==> src/tmfd_pkg.sv <==
package tmfd_pkg;
  localparam int ADDR_W = 64;
  localparam int RA_W   = 6;
  localparam int RID_W  = 24;
  localparam int PS_W   = 6;
  localparam int NREG   = 8;
  localparam int HIST_N = 8;
  // register indices
  localparam logic [RA_W-1:0] R_REGION0   = 6'h00;
  localparam logic [RA_W-1:0] R_CTRL      = 6'h08;
  localparam logic [RA_W-1:0] R_STATUS    = 6'h09;
  localparam logic [RA_W-1:0] R_SKIP      = 6'h0a;
  localparam logic [RA_W-1:0] R_FAULT     = 6'h0b;
  localparam logic [RA_W-1:0] R_HTADDR    = 6'h0c;
  localparam logic [RA_W-1:0] R_TINFO     = 6'h0d;
  localparam logic [RA_W-1:0] R_HASH      = 6'h0e;
  localparam logic [RA_W-1:0] R_HPT_BASE  = 6'h0f;
  localparam logic [RA_W-1:0] R_HIST0     = 6'h10;
  localparam logic [RA_W-1:0] R_HIST_CNT  = 6'h18;
  // region register fields
  localparam int RG_WE    = 0;
  localparam int RG_PS_LO = 2;
  localparam int RG_PS_HI = 7;
  localparam int RG_ID_LO = 8;
  localparam int RG_ID_HI = 31;
  // status fields
  localparam int ST_NI     = 0;
  localparam int ST_DATA   = 1;
  localparam int ST_VEC_LO = 2;
  localparam int ST_VEC_HI = 4;
  // skip fields
  localparam int SK_IA = 0;
  localparam int SK_DA = 1;
  // address layout
  localparam int REG_SEL_HI = 63;
  localparam int REG_SEL_LO = 61;
  localparam int ENTRY_SH   = 3;
  localparam logic [PS_W-1:0] MIN_PS     = 6'h0c;
  localparam logic [PS_W-1:0] RESET_PS   = 6'h0c;
  localparam logic [2:0]      ATTR_SWRES = 3'h1;
  localparam logic [3:0]      HIST_FULL  = 4'h8;
  typedef enum logic [2:0] {
    VEC_NONE  = 3'b000,
    VEC_ITBL  = 3'b001,
    VEC_DTBL  = 3'b010,
    VEC_IALT  = 3'b011,
    VEC_DALT  = 3'b100,
    VEC_ITLB  = 3'b101,
    VEC_DTLB  = 3'b110,
    VEC_DNEST = 3'b111
  } tmfd_vec_t;
  typedef enum logic [1:0] {
    WK_OK       = 2'b00,
    WK_ABORT    = 2'b01,
    WK_INS_FAIL = 2'b10,
    WK_TBL_MISS = 2'b11
  } tmfd_walk_t;
endpackage

==> src/tmfd_dispatch.sv <==
`timescale 1ns/1ps
// Functional notes
// - walker never recurses; its own table miss raises a hashed-table fault
// - instruction and data hashed-table faults use distinct vectors
// - hashed-table address register gets table address of faulting reference
// - table fault: translation info from table address region key and page size
// - table fault: fault address holds original program address, not table address
// - walker table references always go through the data-side buffers
// - hash register returns table address of entry mapping the given address
// - walker disabled for region raises alternate miss; enable is per region
// - alternate miss: translation info from faulting address region
// - alternate miss: fault address gets bundle or data reference address
// - collection bit 0: data TLB or alternate miss goes to the nested data vector
// - collection bit 0: fault address register is not updated
// - nested data miss leaves the interruption status register unchanged
// - collection change in flight: ordinary data miss with nested flag set
// - return with skip bit set suppresses that access-bit fault once
// - walker never inserts an entry with the reserved attribute 001
// - preferred page size is never below 4 KB
// - up to 8 translations per legacy instruction are kept for replay
// - speculative loads to non-speculative memory are deferred, never faulted
// - walker enabled: abort, insert failure or no walker gives ordinary miss
module tmfd_dispatch
  import tmfd_pkg::*;
#(
  parameter bit WALKER_PRESENT = 1'b1
) (
  // clock and reset
  input  wire logic              clk_in,
  input  wire logic              arst_n_in,
  // register port
  input  wire logic [RA_W-1:0]   reg_addr_in,
  input  wire logic [ADDR_W-1:0] reg_wdata_in,
  input  wire logic              reg_wr_in,
  input  wire logic              reg_rd_in,
  output logic [ADDR_W-1:0]      reg_rdata_out,
  // walker table request
  input  wire logic              walk_req_in,
  input  wire logic [ADDR_W-1:0] walk_addr_in,
  output logic                   walk_tbl_req_out,
  output logic [ADDR_W-1:0]      walk_tbl_addr_out,
  output logic                   walk_tbl_dside_out,
  // translation miss from pipeline
  input  wire logic              miss_valid_in,
  input  wire logic              miss_data_in,
  input  wire logic [ADDR_W-1:0] miss_addr_in,
  input  wire tmfd_walk_t        miss_walk_in,
  input  wire logic [2:0]        miss_attr_in,
  input  wire logic              miss_spec_in,
  input  wire logic              miss_nonspec_mem_in,
  input  wire logic              miss_legacy_in,
  input  wire logic [ADDR_W-1:0] miss_ip_in,
  input  wire logic              purge_in,
  // access bit faults and return
  input  wire logic              abit_fault_in,
  input  wire logic              abit_data_in,
  input  wire logic              rfi_in,
  input  wire logic              insn_done_in,
  // results
  output logic                   vec_valid_out,
  output tmfd_vec_t              vec_out,
  output logic                   walk_insert_out,
  output logic                   defer_out,
  output logic                   abit_fault_out,
  output logic                   abit_data_out
);

  logic [ADDR_W-1:0] region_reg [NREG];
  logic              collection_enable_bit;
  logic              ic_inflight_reg;
  logic [ADDR_W-1:0] interruption_status_reg;
  logic [1:0]        skip_reg;
  logic [ADDR_W-1:0] fault_addr_reg;
  logic [ADDR_W-1:0] hashed_table_addr_reg;
  logic [ADDR_W-1:0] translation_info_reg;
  logic [ADDR_W-1:0] hash_src_reg;
  logic [ADDR_W-1:0] hpt_base_reg;
  logic [ADDR_W-1:0] hist_reg [HIST_N];
  logic [3:0]        hist_cnt_reg;
  logic [ADDR_W-1:0] hist_ip_reg;
  logic [1:0]        skip_arm_reg;
  logic [ADDR_W-1:0] rdata_next;
  tmfd_vec_t         vec_next;
  logic              fault_take;
  logic              walker_on;
  logic [ADDR_W-1:0] miss_tbl_addr;
  logic              wr_ctrl;
  logic              hist_same;
  logic [3:0]        hist_wptr;

  function automatic logic [PS_W-1:0] ps_of(input logic [ADDR_W-1:0] a);
    logic [ADDR_W-1:0] r;
    r = region_reg[a[REG_SEL_HI:REG_SEL_LO]];
    return r[RG_PS_HI:RG_PS_LO];
  endfunction

  function automatic logic [ADDR_W-1:0] tinfo_of(input logic [ADDR_W-1:0] a);
    logic [ADDR_W-1:0] r;
    logic [ADDR_W-1:0] t;
    r = region_reg[a[REG_SEL_HI:REG_SEL_LO]];
    t = '0;
    t[RG_ID_HI:RG_ID_LO] = r[RG_ID_HI:RG_ID_LO];
    t[RG_PS_HI:RG_PS_LO] = r[RG_PS_HI:RG_PS_LO];
    return t;
  endfunction

  // linear table: base region on top, page number scaled by entry size
  function automatic logic [ADDR_W-1:0] hash_of(input logic [ADDR_W-1:0] a);
    logic [ADDR_W-1:0] vpn;
    logic [ADDR_W-1:0] h;
    vpn = {{(REG_SEL_HI-REG_SEL_LO+1){1'b0}}, a[REG_SEL_LO-1:0]} >> ps_of(a);
    h   = hpt_base_reg + (vpn << ENTRY_SH);
    h[REG_SEL_HI:REG_SEL_LO] = hpt_base_reg[REG_SEL_HI:REG_SEL_LO];
    return h;
  endfunction

  assign wr_ctrl       = reg_wr_in && (reg_addr_in == R_CTRL);
  assign walker_on     = region_reg[miss_addr_in[REG_SEL_HI:REG_SEL_LO]][RG_WE];
  assign miss_tbl_addr = hash_of(miss_addr_in);
  assign fault_take    = miss_valid_in && !(miss_spec_in && miss_nonspec_mem_in);
  assign hist_same     = (hist_cnt_reg != 4'h0) && (miss_ip_in == hist_ip_reg);
  assign hist_wptr     = hist_same ? hist_cnt_reg : 4'h0;

  // one vector per miss
  always_comb begin
    vec_next = VEC_NONE;
    if (fault_take) begin
      if (!walker_on) begin
        vec_next = miss_data_in ? VEC_DALT : VEC_IALT;
      end else if (WALKER_PRESENT && miss_walk_in == WK_TBL_MISS) begin
        vec_next = miss_data_in ? VEC_DTBL : VEC_ITBL;
      end else if (WALKER_PRESENT && miss_walk_in == WK_OK &&
                   miss_attr_in != ATTR_SWRES) begin
        vec_next = VEC_NONE;
      end else begin
        vec_next = miss_data_in ? VEC_DTLB : VEC_ITLB;
      end
      // nested path only once the cleared collection bit has settled
      if (miss_data_in && (vec_next == VEC_DTLB || vec_next == VEC_DALT) &&
          !collection_enable_bit && !ic_inflight_reg) begin
        vec_next = VEC_DNEST;
      end
    end
  end

  always_ff @(posedge clk_in or negedge arst_n_in) begin
    if (!arst_n_in) begin
      vec_valid_out   <= 1'b0;
      vec_out         <= VEC_NONE;
      walk_insert_out <= 1'b0;
      defer_out       <= 1'b0;
    end else begin
      vec_valid_out   <= vec_next != VEC_NONE;
      vec_out         <= vec_next;
      walk_insert_out <= fault_take && vec_next == VEC_NONE;
      defer_out       <= miss_valid_in && miss_spec_in && miss_nonspec_mem_in;
    end
  end

  // walker table fetches are steered to the data buffers only
  always_ff @(posedge clk_in or negedge arst_n_in) begin
    if (!arst_n_in) begin
      walk_tbl_req_out   <= 1'b0;
      walk_tbl_addr_out  <= '0;
      walk_tbl_dside_out <= 1'b0;
    end else begin
      walk_tbl_req_out   <= walk_req_in;
      walk_tbl_dside_out <= walk_req_in;
      if (walk_req_in) begin
        walk_tbl_addr_out <= hash_of(walk_addr_in);
      end
    end
  end

  // region registers; page size clamped to the architectural minimum
  always_ff @(posedge clk_in or negedge arst_n_in) begin
    if (!arst_n_in) begin
      for (int i = 0; i < NREG; i++) begin
        region_reg[i] <= {{(ADDR_W-RG_PS_HI-1){1'b0}}, RESET_PS, 2'b00};
      end
    end else if (reg_wr_in && reg_addr_in < R_CTRL) begin
      region_reg[reg_addr_in[2:0]] <= reg_wdata_in;
      if (reg_wdata_in[RG_PS_HI:RG_PS_LO] < MIN_PS) begin
        region_reg[reg_addr_in[2:0]][RG_PS_HI:RG_PS_LO] <= MIN_PS;
      end
    end
  end

  // collection bit; a write keeps the change in flight for one cycle
  always_ff @(posedge clk_in or negedge arst_n_in) begin
    if (!arst_n_in) begin
      collection_enable_bit <= 1'b1;
      ic_inflight_reg       <= 1'b0;
    end else begin
      ic_inflight_reg <= wr_ctrl;
      if (wr_ctrl) begin
        collection_enable_bit <= reg_wdata_in[0];
      end
    end
  end

  // interruption registers
  always_ff @(posedge clk_in or negedge arst_n_in) begin
    if (!arst_n_in) begin
      interruption_status_reg <= '0;
      fault_addr_reg          <= '0;
      hashed_table_addr_reg   <= '0;
      translation_info_reg    <= '0;
    end else begin
      if (reg_wr_in && reg_addr_in == R_FAULT) begin
        fault_addr_reg <= reg_wdata_in;
      end
      if (reg_wr_in && reg_addr_in == R_TINFO) begin
        translation_info_reg <= reg_wdata_in;
      end
      if (reg_wr_in && reg_addr_in == R_STATUS) begin
        interruption_status_reg <= reg_wdata_in;
      end
      if (vec_next != VEC_NONE) begin
        hashed_table_addr_reg <= miss_tbl_addr;
        if (collection_enable_bit && !ic_inflight_reg) begin
          fault_addr_reg <= miss_addr_in;
        end
        if (vec_next == VEC_ITBL || vec_next == VEC_DTBL) begin
          translation_info_reg <= tinfo_of(miss_tbl_addr);
        end else begin
          translation_info_reg <= tinfo_of(miss_addr_in);
        end
        if (vec_next != VEC_DNEST) begin
          interruption_status_reg <= '0;
          interruption_status_reg[ST_NI] <= ic_inflight_reg ||
                                            !collection_enable_bit;
          interruption_status_reg[ST_DATA] <= miss_data_in;
          interruption_status_reg[ST_VEC_HI:ST_VEC_LO] <= vec_next;
        end
      end
    end
  end

  // skip bits arm on return and cover one resumed instruction
  always_ff @(posedge clk_in or negedge arst_n_in) begin
    if (!arst_n_in) begin
      skip_reg       <= 2'b00;
      skip_arm_reg   <= 2'b00;
      abit_fault_out <= 1'b0;
      abit_data_out  <= 1'b0;
    end else begin
      if (reg_wr_in && reg_addr_in == R_SKIP) begin
        skip_reg <= reg_wdata_in[1:0];
      end
      if (rfi_in) begin
        skip_arm_reg <= skip_reg;
      end else if (insn_done_in) begin
        skip_arm_reg <= 2'b00;
      end
      abit_fault_out <= abit_fault_in &&
                        !(abit_data_in ? skip_arm_reg[SK_DA] : skip_arm_reg[SK_IA]);
      abit_data_out  <= abit_data_in;
    end
  end

  always_ff @(posedge clk_in or negedge arst_n_in) begin
    if (!arst_n_in) begin
      hash_src_reg <= '0;
      hpt_base_reg <= '0;
    end else begin
      if (reg_wr_in && reg_addr_in == R_HASH) begin
        hash_src_reg <= reg_wdata_in;
      end
      if (reg_wr_in && reg_addr_in == R_HPT_BASE) begin
        hpt_base_reg <= reg_wdata_in;
      end
    end
  end

  // legacy instruction fault history: restarts when the faulting ip changes
  always_ff @(posedge clk_in or negedge arst_n_in) begin
    if (!arst_n_in) begin
      hist_cnt_reg <= 4'h0;
      hist_ip_reg  <= '0;
    end else if (purge_in) begin
      hist_cnt_reg <= 4'h0;
    end else if (vec_next != VEC_NONE && miss_legacy_in) begin
      hist_ip_reg <= miss_ip_in;
      if (!hist_same) begin
        hist_cnt_reg <= 4'h1;
      end else if (hist_cnt_reg != HIST_FULL) begin
        hist_cnt_reg <= hist_cnt_reg + 4'h1;
      end
    end
  end

  for (genvar g = 0; g < HIST_N; g++) begin : g_hist
    always_ff @(posedge clk_in or negedge arst_n_in) begin
      if (!arst_n_in) begin
        hist_reg[g] <= '0;
      end else if (!purge_in && vec_next != VEC_NONE && miss_legacy_in &&
                   hist_wptr == 4'(g)) begin
        hist_reg[g] <= miss_addr_in;
      end
    end
  end

  always_comb begin
    rdata_next = '0;
    if (reg_addr_in < R_CTRL) begin
      rdata_next = region_reg[reg_addr_in[2:0]];
    end else if (reg_addr_in >= R_HIST0 && reg_addr_in < R_HIST_CNT) begin
      rdata_next = hist_reg[reg_addr_in[2:0]];
    end else begin
      case (reg_addr_in)
        R_CTRL:     rdata_next[0] = collection_enable_bit;
        R_STATUS:   rdata_next = interruption_status_reg;
        R_SKIP:     rdata_next[1:0] = skip_reg;
        R_FAULT:    rdata_next = fault_addr_reg;
        R_HTADDR:   rdata_next = hashed_table_addr_reg;
        R_TINFO:    rdata_next = translation_info_reg;
        R_HASH:     rdata_next = hash_of(hash_src_reg);
        R_HPT_BASE: rdata_next = hpt_base_reg;
        R_HIST_CNT: rdata_next[3:0] = hist_cnt_reg;
        default:    rdata_next = '0;
      endcase
    end
  end

  always_ff @(posedge clk_in or negedge arst_n_in) begin
    if (!arst_n_in) begin
      reg_rdata_out <= '0;
    end else begin
      reg_rdata_out <= reg_rd_in ? rdata_next : '0;
    end
  end
endmodule

==> config.mk <==
export PLATFORM = sky130hd
export DESIGN_NAME = tmfd_dispatch
export DESIGN_NICKNAME = d
export VERILOG_FILES = /design/src/tmfd_pkg.sv /design/src/tmfd_dispatch.sv
export SDC_FILE = /design/constraint.sdc
export NUM_CORES = 2
export LEC_CHECK = 0
export ABC_AREA = 0
export BUFFER_PORTS_ARGS = -buffer_cell sky130_fd_sc_hd__buf_2
export CORE_MARGIN = 2
export CORE_UTILIZATION = 55
export DETAILED_ROUTE_END_ITERATION = 10
export PLACE_DENSITY_LB_ADDON = 0.15
export SYNTH_ARGS = -nofsm -noshare
export SYNTH_HDL_FRONTEND = slang
export SYNTH_SLANG_ARGS = --single-unit
==> constraint.sdc <==
create_clock -name clk_in -period 6.56 [get_ports clk_in]
set_input_delay 0.328 -clock clk_in [delete_from_list [all_inputs] [get_ports clk_in]]
set_output_delay 0.328 -clock clk_in [all_outputs]
set_load 0.02 [all_outputs]
==> metrics.sh <==
STATUS='completed'
IRDROPWORSTVDD_V=0.0002597
SYN_INST=8876
CRITPATHSLOWESTCELL='mux4_2'
MAX-SLEW-MARGIN-REL_PCT=6.791
FLOORPLAN.DIE.WIDTH_UM=422.3
VIAS=79660
GRT_PASS1_VIAS=79960
FILLCELLCOUNT=13630
USE_MET2_PCT=64.93
GRT_OVERFLOW_TOTAL=0
PATH_COMMON_CELL='mux2i_1'
POST-SYNTH-TOP-AREA-CELL='dfrtp_1'
CLOCK_LATENCY_NS=0.87
GRT_START_MAX_NET_PINS=170
POWER_TOTAL_mW=36.49
VIASPERCELL=6.623
TIMING.SETUP.CRITICAL_PATH_CLASS='reg -> reg'
SETUP_VIOL_COUNT_FINAL=0
TOTAL_LEAKAGE_POWER_nW=54.94
CLOCK_TREE.HTREE_LEVEL_COUNT=4
SYNTHESIZED_NETLIST_NET_COUNT=9345
POST_ROUTE_CELLS_DRIVE_ABOVE_1_SHARE_PCT=29.57
DRC_ERRORS=0
HOLD_PATH.CLASS='in -> async'
DETAIL-ROUTE-ANTENNA-NETS=0
CLK_PIN_SLEW_NS=0.06
GRTUSAGEMET1_PCT=53.83
GRT_PASS1_WL_UM=560700
CLOCK_TREE.ROOT_CELL='clkbuf_16'
FINAL_PERIOD_UTILIZATION_PCT=96.83
CORE.ROWCOUNT=153
DETAIL_ROUTE.WL_PER_CELL_UM=32.46
SYNTH.FF_LATCH_COUNT=1619
ASYNC_FLOP_SHARE_PCT=100.0
FINAL_WORST_HOLD_SLACK_NS=0.05158
DRT_FIRST_ITER_VIOLATIONS=9076
POST-SYNTH-TOP-AREA-FRACTION_PCT=41.65
GRTUSAGEMET3_PCT=11.88
TIMING.CRITICAL_PATH.TO_TYPE='register'
SYNTH-EDFF-COUNT=0
PLACE_CONGESTION=1.085
POST_SYNTH.CELL_AREA_AVG_UM2=10.84
CP.ARRIVAL_NS=7.09
OVERALL_GLOBAL_ROUTING_RESOURCE_USAGE_PCT=43.23
GRT_BUSIEST_LAYER='met2'
POST_SYNTHESIS_SEQUENTIAL_AREA_RATIO_PCT=42.12
POWER-PER-CELL-AREA_mW_PER_MM2=325.7
CRIT_FANOUT=21
MAX-CLOCK-PATH-BUFFERS=3
TOTALNEGATIVESETUPSLACK_NS=0
FIN_SKEW_NS=0.07226
POST_SYNTH_MAIN_AREA_CONTRIBUTORS='dfrtp_1 (42%), mux2_2 (12%), mux4_2 (9.5%), mux2i_1 (8.6%), nand2_1 (5.9%)'
WORST-ENDPOINT-REQUIRED_NS=7.30
SYNTH_FF_TYPE='dfrtp_1'
NUMCTSBUFFERS=172
CP-START-KIND='register'
FLOORPLAN.CORE_AREA_MM2=0.1738
DIE-AREA_MM2=0.1784
COUNT_OF_PINS_OVER_THEIR_SLEW_LIMIT=0
WORST-SLEW-PIN-TRANSITION_NS=1.359
TOP_LEVEL_PORTS=420
LAYOUT.CELLS.NON_FILLER=12030
SLOWEST_DELAY_NS=0.55
DRT_PASS1_ITERATIONS=9
SYNTH.CELL_AREA_MM2=0.09624
FLOW.AREA_GROWTH_FROM_SYNTHESIS_PCT=16.42
SYNTH_UNIQUE_CELLS=81
POST-PLACE-CELLS=11480
FINAL_NET_COUNT=10000
FINAL_HOLD_VIOL_COUNT=0
FLOORPLAN.INITIALDENSITY_PCT=55.37
GRT_ANTENNA_BEFORE_REPAIR=39
PLACEMENT.IO_BUFFERS=419
WL_UM=390500
DIEHEIGHT_UM=422.3
CTS_TREE='built'
CRITICAL_PATH.CELL_CHAIN='mux4_2 > mux2i_4 > buf_12 > buf_4 > mux2i_1 > mux2i_1 > mux2i_1 > mux2i_1 > mux2i_1 > o22ai_1 > ha_1 > a21oi_1 > o221a_2 > o21a_1 > o221ai_1 > o21ai_0 > a21oi_1 > a221o_1 > a21o_1 > a211oi_1 > xnor2_1 > o31ai_1'
CLOCK_PERIOD_MINUS_FINAL_WORST_SETUP_SLACK_NS=6.352
DP_HPWL_UM=274800
MAX_FREQ_MHz=157.4
YOSYSWARNINGS=0
MAX_CAP_VIOL_COUNT=0
CLOCK_SINKS=1619
[where the power goes]
part	internal [mW]	switching [mW]
sequential	11.3	1.31
combinational	5.71	7.93
clock	5.82	4.41
total	22.8	13.7
[cell families (layout without fill, tap and decap cells)]
group / Yosys count / after routing / share of synthesized area, %
flops: 1619 / 1619 / 42.12
simple gates: 2132 / 2132 / 9.055
other cells: 0 / 30 / 0
xor+xnor: 223 / 223 / 2.029
compound gates: 1618 / 1618 / 10.40
fa+ha+maj: 187 / 187 / 2.454
mux: 2300 / 2300 / 30.58
buf+inv: 797 / 1595 / 3.363
[metrics by stage]
step                util, %  instance area, µm²  setup slack, ns
finish                64.46              112000           0.2076
global route          64.42              112000         -0.01988
CTS                   64.31              111800          0.06131
detailed placement    59.70              103800          0.04601
global placement      59.70              103800         0.009385
floorplan                 -               96240           0.3914
[cell type report]
| cell class | instances | area (µm²) | area share (%) |
|---|---|---|---|
| Multi-Input combinational cell | 6460 | 53040 | 47.34 |
| Sequential cell | 1619 | 40540 | 36.19 |
| Timing Repair Buffer | 1218 | 9266 | 8.270 |
| Clock buffer | 257 | 5044 | 4.502 |
| Tap cell | 2325 | 2909 | 2.596 |
| Clock inverter | 60 | 939.7 | 0.8387 |
| Inverter | 60 | 226.5 | 0.2021 |
| Antenna cell | 30 | 75.07 | 0.06700 |
[repair_timing]
action                                  4_1_cts  5_1_grt
resized for setup                             0       43
hold buffers                                203        0
endpoints found under the setup margin        0       47
setup buffers                                 0        2
hold endpoints to repair                    925        0
[Yosys cell counts, drive strengths merged (22+ instances only)]
cell,number
inv,59
mux2,1063
o21bai,27
dfrtp,1602
a31oi,71
and3,22
a22oi,42
a21oi,534
buf,209
nor2,303
nand4,41
a21o,109
nor3,49
a211oi,154
mux2i,832
o211ai,46
o21a,23
ha,184
a22o,38
nand2,1527
nor2b,31
xnor2,123
a221oi,53
and2,33
clkbuf,528
o21ai,386
mux4,405
nand3,52
xor2,100
[worst max-delay path, delay by kind of cell (launching register included)]
| family | cells | cell delay, ns |
|---|---|---|
| mux | 7 | 1.85 |
| compound gates | 11 | 2.96 |
| buf+inv | 2 | 0.44 |
| flops | 1 | 0.46 |
| xor+xnor | 1 | 0.10 |
| fa+ha+maj | 1 | 0.37 |
[path summary, 6_finish.rpt]
kind	cells past startpoint	from	to	slack, ns
setup / recovery	22	hash_src_reg[61]	reg_rdata_out[58]	0.21
hold / removal	2	arst_n_in	async pin	0.05
setup reg to reg	22	hash_src_reg[61]	reg_rdata_out[58]	0.21
hold reg to reg	2	register	register	0.47
max in group asynchronous	4	arst_n_in	async pin	4.23
min in group clk_in	3	reg_wdata_in[42]	register	0.09
[per-layer routing]
metal / wire length [µm] / up-vias / share of wire, %
li1: - / 33580 / -
met1: 144900 / 40400 / 37
met2: 172500 / 4498 / 44
met3: 39050 / 1162 / 10
met4: 33770 / 22 / 8.6
met5: 270 / - / 0.069
[cells in the final DEF (no fill, tap or decap), drive strengths merged, types with 203 or more instances in the layout]
cell type and n:
a21oi 534, mux2i 832, nand2 1527, mux4 405, buf 1013, dlygate4sd3 203, nor2 303, mux2 1063
o21ai 386, dfrtp 1602, clkbuf 259
Power figures use the tool's default switching activity.
